[config.mk]
export PLATFORM = sky130hd
export DESIGN_NAME = vci_inserter
export DESIGN_NICKNAME = d
export VERILOG_FILES = /design/src/shared/vci_pkg.sv /design/src/hw/vci_inserter.sv
export SDC_FILE = /design/constraint.sdc
export NUM_CORES = 1
export LEC_CHECK = 0
export ABC_AREA = 0
export BUFFER_PORTS_ARGS = -buffer_cell sky130_fd_sc_hd__buf_2
export CORE_MARGIN = 3
export CORE_UTILIZATION = 51
export DETAILED_ROUTE_END_ITERATION = 6
export GPL_TIMING_DRIVEN = 0
export HOLD_SLACK_MARGIN = 0.02
export PLACE_DENSITY = 0.76
export SETUP_SLACK_MARGIN = 0.15
export SYNTH_ARGS = -nofsm -noshare
export SYNTH_HDL_FRONTEND = slang
export SYNTH_SLANG_ARGS = --single-unit
[constraint.sdc]
create_clock -name CLK -period 3.4 [get_ports CLK]
set_input_delay 0.68 -clock CLK [delete_from_list [all_inputs] [get_ports CLK]]
set_output_delay 0.68 -clock CLK [all_outputs]
set_load 0.02 [all_outputs]
[src/shared/vci_pkg.sv]
// Constants for the vertical-blanking caption and copy-generation inserter.
// Assumes a 250 MHz pixel-side clock and 8-bit registers on a 32-bit Wishbone bus.
package vci_pkg;

    // ------------------------------------------------------------
    // Timing
    // ------------------------------------------------------------
    localparam int CLK_PERIOD_PS = 4000;
    localparam int CC_BIT_PS = 1986000;
    localparam int CC_START_PS = 10500000;
    localparam int CG_BIT_PS = 2235000;
    localparam int CG_START_PS = 11200000;
    localparam logic [11:0] CC_BIT_CYC = 12'(CC_BIT_PS / CLK_PERIOD_PS);
    localparam logic [11:0] CC_START_CYC = 12'(CC_START_PS / CLK_PERIOD_PS);
    localparam logic [11:0] CG_BIT_CYC = 12'(CG_BIT_PS / CLK_PERIOD_PS);
    localparam logic [11:0] CG_START_CYC = 12'(CG_START_PS / CLK_PERIOD_PS);
    localparam logic [2:0] RUNIN_CYCLES = 3'd7;
    localparam logic [11:0] RUNIN_CYC = 12'(7 * (CC_BIT_PS / CLK_PERIOD_PS));

    // ------------------------------------------------------------
    // Lines and frame lengths
    // ------------------------------------------------------------
    localparam logic [9:0] LINE_CC_ODD = 10'd21;
    localparam logic [9:0] LINE_CC_EVEN = 10'd284;
    localparam logic [9:0] LINE_CG_ODD = 10'd20;
    localparam logic [9:0] LINE_CG_EVEN = 10'd283;
    localparam logic [4:0] CC_FRAME_BITS = 5'd19;
    localparam logic [4:0] CG_FRAME_BITS = 5'd21;
    localparam logic [5:0] CRC_PRESET = 6'h3f;

    // ------------------------------------------------------------
    // Output levels
    // ------------------------------------------------------------
    localparam logic [7:0] LVL_BLANK = 8'h10;
    localparam logic [7:0] LVL_CC_HIGH = 8'h7e;
    localparam logic [7:0] LVL_CG_HIGH = 8'h9a;

    // ------------------------------------------------------------
    // Register map (byte addresses) and control fields
    // ------------------------------------------------------------
    localparam logic [7:0] ADR_CTRL = 8'h00;
    localparam logic [7:0] ADR_COPY0 = 8'h04;
    localparam logic [7:0] ADR_COPY1 = 8'h08;
    localparam logic [7:0] ADR_COPY2 = 8'h0c;
    localparam logic [7:0] ADR_CC0 = 8'h10;
    localparam logic [7:0] ADR_CC1 = 8'h14;
    localparam logic [7:0] ADR_CCX0 = 8'h18;
    localparam logic [7:0] ADR_CCX1 = 8'h1c;
    localparam logic [7:0] ADR_STATUS = 8'h20;
    localparam int CTRL_CRC_AUTO = 0;
    localparam int CTRL_ODD_COPY = 1;
    localparam int CTRL_EVEN_COPY = 2;
    localparam int CTRL_ODD_CC = 3;
    localparam int CTRL_EVEN_CC = 4;
    localparam logic [7:0] RST_CTRL = 8'h00;
    localparam logic [7:0] RST_DATA = 8'h00;

    typedef enum logic [1:0] {S_IDLE, S_DELAY, S_RUNIN, S_BITS} vci_state_t;

endpackage : vci_pkg

[src/hw/vci_inserter.sv]
// Caption and copy-generation inserter for the composite line generator.
// Assumes LINE_START pulses once per line with LINE_NUM valid for that line,
// NTSC_MODE steady, and a classic Wishbone master for the registers.
//
// Function
// - Captions on line 21 and line 284
// - Seven-cycle run-in sine at bit rate
// - Two blank bits, then start bit one
// - Two bytes: seven bits plus odd parity
// - Extended caption registers used on line 284
// - Internal timing; pixels ignored on caption lines
// - Single byte buffer, no frame delay
// - Copy word on lines 20 and 283
// - Per-field copy enable bits
// - Copy word only in NTSC mode
// - Twenty bits after one-bit reference pulse
// - Register bits map onto payload bits
// - Auto CRC replaces payload bits 14-19
// - CRC x^6+x+1 preset to ones
// - Without auto CRC send registers directly
//
// Local design decisions: the Wishbone slave port and the placing of the registers.
`timescale 1ns/1ps
module vci_inserter
    import vci_pkg::*;
(
    input wire logic CLK,
    input wire logic RST,
    input wire logic WB_CYC_I,
    input wire logic WB_STB_I,
    input wire logic WB_WE_I,
    input wire logic [7:0] WB_ADR_I,
    input wire logic [3:0] WB_SEL_I,
    input wire logic [31:0] WB_DAT_I,
    output logic [31:0] WB_DAT_O,
    output logic WB_ACK_O,
    input wire logic LINE_START,
    input wire logic [9:0] LINE_NUM,
    input wire logic NTSC_MODE,
    input wire logic [7:0] PIX_IN,
    output logic [7:0] PIX_OUT,
    output logic VBI_ACTIVE
);

    // ------------------------------------------------------------
    // Functions
    // ------------------------------------------------------------
    function automatic logic [7:0] cc_byte(input logic [7:0] d);
        cc_byte = {~^d[6:0], d[6:0]};
    endfunction

    function automatic logic [5:0] crc6(input logic [13:0] d);
        logic [5:0] c;
        logic fb;
        c = CRC_PRESET;
        for (int i = 0; i < 14; i++) begin
            fb = d[i] ^ c[5];
            c = {c[4:0], fb} ^ {4'h0, fb, 1'b0};
        end
        crc6 = {c[0], c[1], c[2], c[3], c[4], c[5]};
    endfunction

    function automatic logic [7:0] sine_lvl(input logic [2:0] ph);
        case (ph)
            3'd0: sine_lvl = 8'h47;
            3'd1: sine_lvl = 8'h6b;
            3'd2: sine_lvl = 8'h7e;
            3'd3: sine_lvl = 8'h6b;
            3'd4: sine_lvl = 8'h47;
            3'd5: sine_lvl = 8'h23;
            3'd6: sine_lvl = 8'h10;
            default: sine_lvl = 8'h23;
        endcase
    endfunction

    // ------------------------------------------------------------
    // Register file
    // ------------------------------------------------------------
    logic [7:0] ctrl_reg, ctrl_next;
    logic [7:0] copy0_reg, copy0_next, copy1_reg, copy1_next, copy2_reg, copy2_next;
    logic [7:0] cc0_reg, cc0_next, cc1_reg, cc1_next;
    logic [7:0] ccx0_reg, ccx0_next, ccx1_reg, ccx1_next;
    logic ack_reg, ack_next;
    logic [31:0] rdat_reg, rdat_next;
    logic wr_en;
    logic [7:0] status;

    vci_state_t state_reg, state_next;
    logic is_cc_reg, is_cc_next;
    logic cc_line_reg, cc_line_next;
    logic crc_reg, crc_next;
    logic [20:0] shift_reg, shift_next;
    logic [11:0] cyc_reg, cyc_next;
    logic [4:0] bit_reg, bit_next;
    logic [7:0] pix_reg, pix_next;
    logic act_reg, act_next;

    assign wr_en = WB_CYC_I && WB_STB_I && WB_WE_I && !ack_reg && WB_SEL_I[0];
    assign status = {5'h0, is_cc_reg, cc_line_reg, state_reg != S_IDLE};

    always_comb begin
        ctrl_next = ctrl_reg;
        copy0_next = copy0_reg;
        copy1_next = copy1_reg;
        copy2_next = copy2_reg;
        cc0_next = cc0_reg;
        cc1_next = cc1_reg;
        ccx0_next = ccx0_reg;
        ccx1_next = ccx1_reg;
        ack_next = WB_CYC_I && WB_STB_I && !ack_reg;
        rdat_next = 32'h0;
        if (wr_en) begin
            case (WB_ADR_I)
                ADR_CTRL: ctrl_next = {3'h0, WB_DAT_I[4:0]};
                ADR_COPY0: copy0_next = {4'h0, WB_DAT_I[3:0]};
                ADR_COPY1: copy1_next = WB_DAT_I[7:0];
                ADR_COPY2: copy2_next = WB_DAT_I[7:0];
                ADR_CC0: cc0_next = WB_DAT_I[7:0];
                ADR_CC1: cc1_next = WB_DAT_I[7:0];
                ADR_CCX0: ccx0_next = WB_DAT_I[7:0];
                ADR_CCX1: ccx1_next = WB_DAT_I[7:0];
                default: ;
            endcase
        end
        if (WB_CYC_I && WB_STB_I && !WB_WE_I && !ack_reg) begin
            case (WB_ADR_I)
                ADR_CTRL: rdat_next = {24'h0, ctrl_reg};
                ADR_COPY0: rdat_next = {24'h0, copy0_reg};
                ADR_COPY1: rdat_next = {24'h0, copy1_reg};
                ADR_COPY2: rdat_next = {24'h0, copy2_reg};
                ADR_CC0: rdat_next = {24'h0, cc0_reg};
                ADR_CC1: rdat_next = {24'h0, cc1_reg};
                ADR_CCX0: rdat_next = {24'h0, ccx0_reg};
                ADR_CCX1: rdat_next = {24'h0, ccx1_reg};
                ADR_STATUS: rdat_next = {24'h0, status};
                default: rdat_next = 32'h0;
            endcase
        end
    end

    always_ff @(posedge CLK) begin
        if (RST) begin
            ctrl_reg <= RST_CTRL;
            copy0_reg <= RST_DATA;
            copy1_reg <= RST_DATA;
            copy2_reg <= RST_DATA;
            cc0_reg <= RST_DATA;
            cc1_reg <= RST_DATA;
            ccx0_reg <= RST_DATA;
            ccx1_reg <= RST_DATA;
            ack_reg <= 1'b0;
            rdat_reg <= 32'h0;
        end else begin
            ctrl_reg <= ctrl_next;
            copy0_reg <= copy0_next;
            copy1_reg <= copy1_next;
            copy2_reg <= copy2_next;
            cc0_reg <= cc0_next;
            cc1_reg <= cc1_next;
            ccx0_reg <= ccx0_next;
            ccx1_reg <= ccx1_next;
            ack_reg <= ack_next;
            rdat_reg <= rdat_next;
        end
    end

    assign WB_ACK_O = ack_reg;
    assign WB_DAT_O = rdat_reg;

    // ------------------------------------------------------------
    // Line sequencer
    // ------------------------------------------------------------
    // Frames are loaded from the registers at the start of the line itself,
    // so a write made any time before that line goes out at once.
    logic go_cc_odd, go_cc_even, go_cg_odd, go_cg_even;
    logic [13:0] cg_low;
    logic [5:0] cg_high;
    logic [11:0] bit_len;
    logic [4:0] frame_bits;

    assign go_cc_odd = LINE_START && LINE_NUM == LINE_CC_ODD && ctrl_reg[CTRL_ODD_CC];
    assign go_cc_even = LINE_START && LINE_NUM == LINE_CC_EVEN && ctrl_reg[CTRL_EVEN_CC];
    assign go_cg_odd = LINE_START && LINE_NUM == LINE_CG_ODD && NTSC_MODE
        && ctrl_reg[CTRL_ODD_COPY];
    assign go_cg_even = LINE_START && LINE_NUM == LINE_CG_EVEN && NTSC_MODE
        && ctrl_reg[CTRL_EVEN_COPY];
    assign cg_low = {copy1_reg[5:0], copy2_reg};
    assign cg_high = ctrl_reg[CTRL_CRC_AUTO] ? crc6(cg_low)
        : {copy0_reg[3:0], copy1_reg[7:6]};
    assign bit_len = is_cc_reg ? CC_BIT_CYC : CG_BIT_CYC;
    assign frame_bits = is_cc_reg ? CC_FRAME_BITS : CG_FRAME_BITS;

    always_comb begin
        state_next = state_reg;
        is_cc_next = is_cc_reg;
        cc_line_next = cc_line_reg;
        crc_next = crc_reg;
        shift_next = shift_reg;
        cyc_next = cyc_reg + 12'd1;
        bit_next = bit_reg;
        case (state_reg)
            S_IDLE: cyc_next = 12'd0;
            S_DELAY: begin
                if (cyc_reg == (is_cc_reg ? CC_START_CYC : CG_START_CYC) - 12'd1) begin
                    cyc_next = 12'd0;
                    state_next = is_cc_reg ? S_RUNIN : S_BITS;
                end
            end
            S_RUNIN: begin
                if (cyc_reg == RUNIN_CYC - 12'd1) begin
                    cyc_next = 12'd0;
                    state_next = S_BITS;
                end
            end
            S_BITS: begin
                if (cyc_reg == bit_len - 12'd1) begin
                    cyc_next = 12'd0;
                    shift_next = {1'b0, shift_reg[20:1]};
                    bit_next = bit_reg + 5'd1;
                    if (bit_reg == frame_bits - 5'd1) begin
                        state_next = S_IDLE;
                    end
                end
            end
            default: state_next = S_IDLE;
        endcase
        if (LINE_START) begin
            // A new line always aborts whatever was still running
            state_next = S_IDLE;
            cyc_next = 12'd0;
            bit_next = 5'd0;
            cc_line_next = LINE_NUM == LINE_CC_ODD || LINE_NUM == LINE_CC_EVEN;
            crc_next = ctrl_reg[CTRL_CRC_AUTO];
            if (go_cc_odd || go_cc_even) begin
                state_next = S_DELAY;
                is_cc_next = 1'b1;
                // Two blank bits, start bit, then byte 0 and byte 1
                shift_next = go_cc_odd
                    ? {2'b00, cc_byte(cc1_reg), cc_byte(cc0_reg), 3'b100}
                    : {2'b00, cc_byte(ccx1_reg), cc_byte(ccx0_reg), 3'b100};
            end else if (go_cg_odd || go_cg_even) begin
                state_next = S_DELAY;
                is_cc_next = 1'b0;
                shift_next = {cg_high, cg_low, 1'b1};
            end
        end
    end

    // The pixel presented with LINE_START already belongs to the new line,
    // so the caption-line blanking follows the next value, not the registered one.
    always_comb begin
        pix_next = PIX_IN;
        act_next = cc_line_next;
        case (state_reg)
            S_RUNIN: pix_next = sine_lvl(3'((32'(cyc_reg) * 8 / 32'(CC_BIT_CYC)) % 8));
            S_BITS: pix_next = shift_reg[0] ? (is_cc_reg ? LVL_CC_HIGH : LVL_CG_HIGH)
                : LVL_BLANK;
            default: pix_next = cc_line_next ? LVL_BLANK : PIX_IN;
        endcase
        if (state_reg == S_RUNIN || state_reg == S_BITS) begin
            act_next = 1'b1;
        end
    end

    always_ff @(posedge CLK) begin
        if (RST) begin
            state_reg <= S_IDLE;
            is_cc_reg <= 1'b0;
            cc_line_reg <= 1'b0;
            crc_reg <= 1'b0;
            shift_reg <= 21'h0;
            cyc_reg <= 12'h0;
            bit_reg <= 5'h0;
            pix_reg <= LVL_BLANK;
            act_reg <= 1'b0;
        end else begin
            state_reg <= state_next;
            is_cc_reg <= is_cc_next;
            cc_line_reg <= cc_line_next;
            crc_reg <= crc_next;
            shift_reg <= shift_next;
            cyc_reg <= cyc_next;
            bit_reg <= bit_next;
            pix_reg <= pix_next;
            act_reg <= act_next;
        end
    end

    assign PIX_OUT = pix_reg;
    assign VBI_ACTIVE = act_reg;
endmodule // vci_inserter

# ---- Yosys cells after proc, flatten, opt, wreduce, memory -nomap -nowiden
# Cells that the tools add are included.
dict set report word_totals {
  wordCells 162
  romBits 0
  output_inout_bits 42
  n_memories 0
  mem_bits_rw 0
  latchBits 0
  in_bits 69
  register_bits 141
}
dict set report classes {
  n_eq_ne 28
  bitwise_logic 29
  shift 0
  magnitude_cmp 0
  n_mux 33
  div 1
  n_addsub 5
  n_mul 0
  n_reduce_logical 48
}
# cell count
set op_table {}
lappend op_table {{$mux W21} 5}
lappend op_table {{$xor A6 B2 Y6} 14}
lappend op_table {{$pmux W8 S9} 1}
lappend op_table {{$pmux W12 S4} 1}
lappend op_table {{$mux W12} 3}
lappend op_table {{$div A15 B9 Y32 const B} 1}
lappend op_table {{$eq A8 B5 Y1 const B} 4}
lappend op_table {{$mux W8} 4}
lappend op_table {{$pmux W7 S4} 1}
lappend op_table {{$reduce_xnor A7 Y1} 4}
lappend op_table {{$eq A12 B12 Y1} 2}
lappend op_table {{$eq A10 B5 Y1 const B} 2}
lappend op_table {{$eq A10 B9 Y1 const B} 2}
lappend op_table {{$reduce_and A2 Y1} 10}
lappend op_table {{$mux W19} 1}
lappend op_table {{$logic_and A1 B1 Y1} 17}
lappend op_table {{$eq A8 B4 Y1 const B} 2}
lappend op_table {{$pmux W8 S2} 1}
lappend op_table {{$xor A1 B1 Y1} 13}
lappend op_table {{$add A12 B1 Y12 const B} 1}
lappend op_table {{$eq A12 B12 Y1 const B} 1}
lappend op_table {{$ne A3 B3 Y1 const B} 4}
lappend op_table {{$sub A12 B1 Y12 const B} 1}
lappend op_table {{$sub A10 B1 Y11 const B} 1}
lappend op_table {{26 further kinds} 48}

# ---- Logic depth before layout (Yosys ltp)
dict set report depth {
  depth_word 32
  depth_mapped 15
  depth_no_buf 13
}

# ---- Least setup slack after synthesis
# OpenSTA, ideal clock, no wires.
dict set report synth_path {
  path_kind {flip-flop to flip-flop}
  from {register cyc_reg[7]}
  to {register pix_reg[0], in the netlist PIX_OUT[0]}
  required_ns 3.283
  path_stages_with_launch 16
  setup_ns 0.117
  path_buffers 2
  t_arrival_ns 3.556
  period_less_slack_ns 3.674
  setup_slack_ns -0.274
  cell_sequence {dfxtp_1 > buf_4 > and4_1 > buf_4 > ha_1 > nor2b_1 > a21oi_1 > a2111o_1 > o2111ai_2 > nand3b_1 > nand3_1 > or3_4 > o221a_4 > o221a_1 > a311o_1 > a32o_1}
}
dict set report synth_between {
  elab_chain_cells 5
  elab_cells_between_ends 11
  cone_classes {div: 1; eq/ne: 5; mux: 2; reduce/logical: 3}
}
# item line_no
set synth_rtl {}
lappend synth_rtl {{start, declared} vci_inserter.sv:93} ;# logic [11:0] cyc_reg, cyc_next;
lappend synth_rtl {{start signal, assigned} vci_inserter.sv:282} ;# cyc_reg <= cyc_next;
lappend synth_rtl {{$div A15 B9 Y32 *} vci_inserter.sv:255} ;# S_RUNIN: pix_next = sine_lvl(3'((32'(cyc_reg) * 8 / 32'(CC_BIT_CYC)) % 8));
lappend synth_rtl {{$eq A3 B3 Y1, or another cell as far along} vci_inserter.sv:64} ;# case (ph)
lappend synth_rtl {{$reduce_or A2 Y1 (no source line)} n/a}
lappend synth_rtl {{$pmux W7 S4 *} vci_inserter.sv:64}
lappend synth_rtl {{$pmux W8 S2 *} vci_inserter.sv:254} ;# case (state_reg)
lappend synth_rtl {{end signal, assigned} vci_inserter.sv:284} ;# pix_reg <= pix_next;
lappend synth_rtl {{end, declared} vci_inserter.sv:95} ;# logic [7:0] pix_reg, pix_next;
# Every way passes the cells marked *; elsewhere a longest branch is shown, timed or not.
# A chain may end at the register's enable or synchronous reset.

# ---- Worst setup path after layout
# Ends and elaborated chain as after synthesis.

==> impl_metrics.env <==
export IMPL_vias=6489
export IMPL_synthArstFlopShare_pct=0
export IMPL_rsz0062_at_grt="true"
export IMPL_hold_viol=0
export IMPL_period_needed_ps=3590
export IMPL_synth_edf_count=0
export IMPL_worstPathMaxFanout=4
export IMPL_initial_core_util_pct=52.3
export IMPL_yosys_area_share_xor_xnor_pct=8.46
export IMPL_setup_slack_ps=-194
export IMPL_hp_class="flop to flop"
export IMPL_yosysMostFrequentCell="nor2_1"
export IMPL_die_y_um=120
export IMPL_wirelength_um=20400
export IMPL_routabilityCongestion=1.02
export IMPL_wl_met3_um=1720
export IMPL_yosys_area_top_type="dfxtp_1"
export IMPL_synthFlopType="dfxtp_1"
export IMPL_grt_pass1_vias=6043
export IMPL_drv_cap=0
export IMPL_synth_simple_area_share_pct=19.8
export IMPL_drc=1
export IMPL_routed_top_layer="met4"
export IMPL_start_kind="flop"
export IMPL_wl_per_cell_um=18.5
export IMPL_routed_wl_met2_um=9460
export IMPL_violations="DRC, setup timing"
export IMPL_regToRegStartpoint="cyc_reg[7]"
export IMPL_finalCritPeriodShare_pct=106
export IMPL_antenna_found_initial=0
export IMPL_crit_type="flop to flop"
export IMPL_htree_levels=4
export IMPL_clk_pin_slew_ps=60
export IMPL_fin_tns_setup_ps=-656
export IMPL_slew_headroom_pct=20.9
export IMPL_via_per_inst=5.89
export IMPL_die_area_um2=14400
export IMPL_worst_pin_slew_ps=1180
export IMPL_cts_tree="built"
export IMPL_dr_pass1_iters=7
export IMPL_yosys_top_cells_area="dfxtp_1, mux2i_1, nor2_1"
export IMPL_syn_avg_cell_area_um2=8.34
export IMPL_fp_coreArea_um2=12700
export IMPL_grt_max_degree=17
export IMPL_ys_top_cells_by_count="nor2_1, dfxtp_1, mux2i_1"
export IMPL_synth_cells=794
export IMPL_grt_pass1_wl_um=31800
export IMPL_cp_data_required_time_ps=3700
export IMPL_num_rows=41
export IMPL_cp_arrival_ps=3890
export IMPL_vdd_drop_max_v=0.000422
export IMPL_track_usage_pct=28.0
export IMPL_setup_viol=5
export IMPL_drt_iter0_markers=887
export IMPL_ant_nets=0
export IMPL_layout_drive_gt1_share_pct=21.0
export IMPL_cts_root_buf="clkbuf_16"
export IMPL_ys_ff_latch=117
export IMPL_status="complete, but fails checks"
export IMPL_synth_top_family_by_area="simple AND/OR/NAND/NOR gates"
export IMPL_io_pins=111
export IMPL_critPathCaptureType="flop"
export IMPL_hpwl_um=13900
export IMPL_slew_violations=0
export IMPL_clockBufferDepth=2
export IMPL_p_leak_nw=3.08
export IMPL_hold_path_startpoint="copy1_reg[6]"
export IMPL_wl_met1_um=8440
export IMPL_synth_seq_area_share_pct=35.4
export IMPL_synthMuxAreaShare_pct=10.7
export IMPL_power_density_nw_per_um2=422
export IMPL_yosysWarnings=0
export IMPL_synth_adder_area_share_pct=0.755
export IMPL_fmax_mhz=278
export IMPL_grt_overflow=0
export IMPL_synth_top_area_share_pct=35.4
export IMPL_fin_nets=990
export IMPL_ys_types=68
export IMPL_syn_area_um2=6630
export IMPL_hold_buffers=0
export IMPL_antenna_cells=0
export IMPL_finClkSkew_ps=11.0
export IMPL_synth_compound_area_share_pct=18.0
export IMPL_cts_inserted_buffers=17
export IMPL_postLayoutCoreUtil_pct=65.2
export IMPL_fp_dieW_um=120
export IMPL_largest_reg_flops=21
export IMPL_port_buffers=55
export IMPL_critPathLaunch="cyc_reg[7]"
export IMPL_clk_latency_ps=420
export IMPL_area_growth_pct=24.6
export IMPL_clkSinkCount=117
## layout by cell type, fill, tap and decap left out, types with 6 or more instances in the layout
cell type,count
a2111oi_0,12
a222oi_1,10
nand4_1,10
xor2_1,16
mux2i_1,67
o21ai_0,13
and3_1,6
buf_4,54
inv_1,16
clkinvlp_4,6
a22oi_1,14
xnor2_1,47
buf_2,60
nand2_1,65
o22ai_1,19
dfxtp_1,114
nor3_1,14
clkbuf_16,17
nor2b_1,6
nand3_1,16
clkbuf_1,32
nor2_1,123
o211ai_1,6
nand2b_1,8
a21oi_1,39
conb_1,24
## critical path, cell delays in order (launching register included)
cell and delay (ps):
dfxtp_2 310, buf_6 100, and4_1 180, buf_6 120, ha_4 230, nor2b_4 150, a21oi_2 90, a2111o_1 400
o2111ai_4 140, nand3b_1 200, nand3_2 100, or3_4 400, o221a_4 230, o221a_1 260, a311o_1 330, a32o_1 230
## cell families (layout without fill, tap and decap cells)
family          after synthesis  count (layout)
other cells                   1              24
buf+inv                      87             200
xor+xnor                     64              64
fa+ha+maj                     4               4
compound gates              164             164
mux                          70              70
flops                       117             117
simple gates                287             287
## per-layer routing
layer | GRT usage, % | up-vias
li1 | - | 3052
met1 | 35.6 | 3001
met2 | 45.7 | 352
met3 | 6.22 | 84
met4 | 12.0 | 0
met5 | 0 | -
## worst paths after layout
kind	to	slack, ps	cells after the start
worst min-delay path	copy1_reg[6]	470	2
worst max register to register	PIX_OUT[0]	-190	15
worst max-delay path	PIX_OUT[0]	-190	15
worst min register to register	copy1_reg[6]	470	2
## repair_timing
action | CTS | global route
hold endpoints to repair | 0 | 0
endpoints found under the setup margin | 7 | 16
buffers inserted | 15 | 7
pin swaps | 11 | 12
resized for setup | 19 | 14
## metrics by stage
stage	hold WS [ps]	total power, mW	std cells	setup WS, ps	instance area (um^2)
CTS	468	3.48	1095	-133	8140
global route	475	3.56	1102	-313	8260
floorplan	445	1.50	817	-124	6740
detailed placement	460	1.56	1048	-410	7290
global placement	457	1.56	1044	-484	7230
finish	469	3.48	1102	-194	8260
## report_power, final
part           leakage [nW]  total [mW]  internal [mW]  switching (mW)
Combinational          1.84       0.155         0.0546           0.100
Sequential            0.946        1.38           1.38         0.00278
Clock                 0.294        1.95           1.28           0.665
## cell type report
| cell class | count | area, um^2 |
|---|---|---|
| fill | 1058 | 4420 |
| multi-input combinational | 613 | 4100 |
| sequential | 117 | 2350 |
| timing repair buffer | 81 | 478 |
| clock buffer | 21 | 470 |
| buffer | 71 | 409 |
| tap | 172 | 215 |
| clock inverter | 11 | 174 |
| inverter | 16 | 60.1 |
No activity file was read; power rests on OpenSTA's default activity.
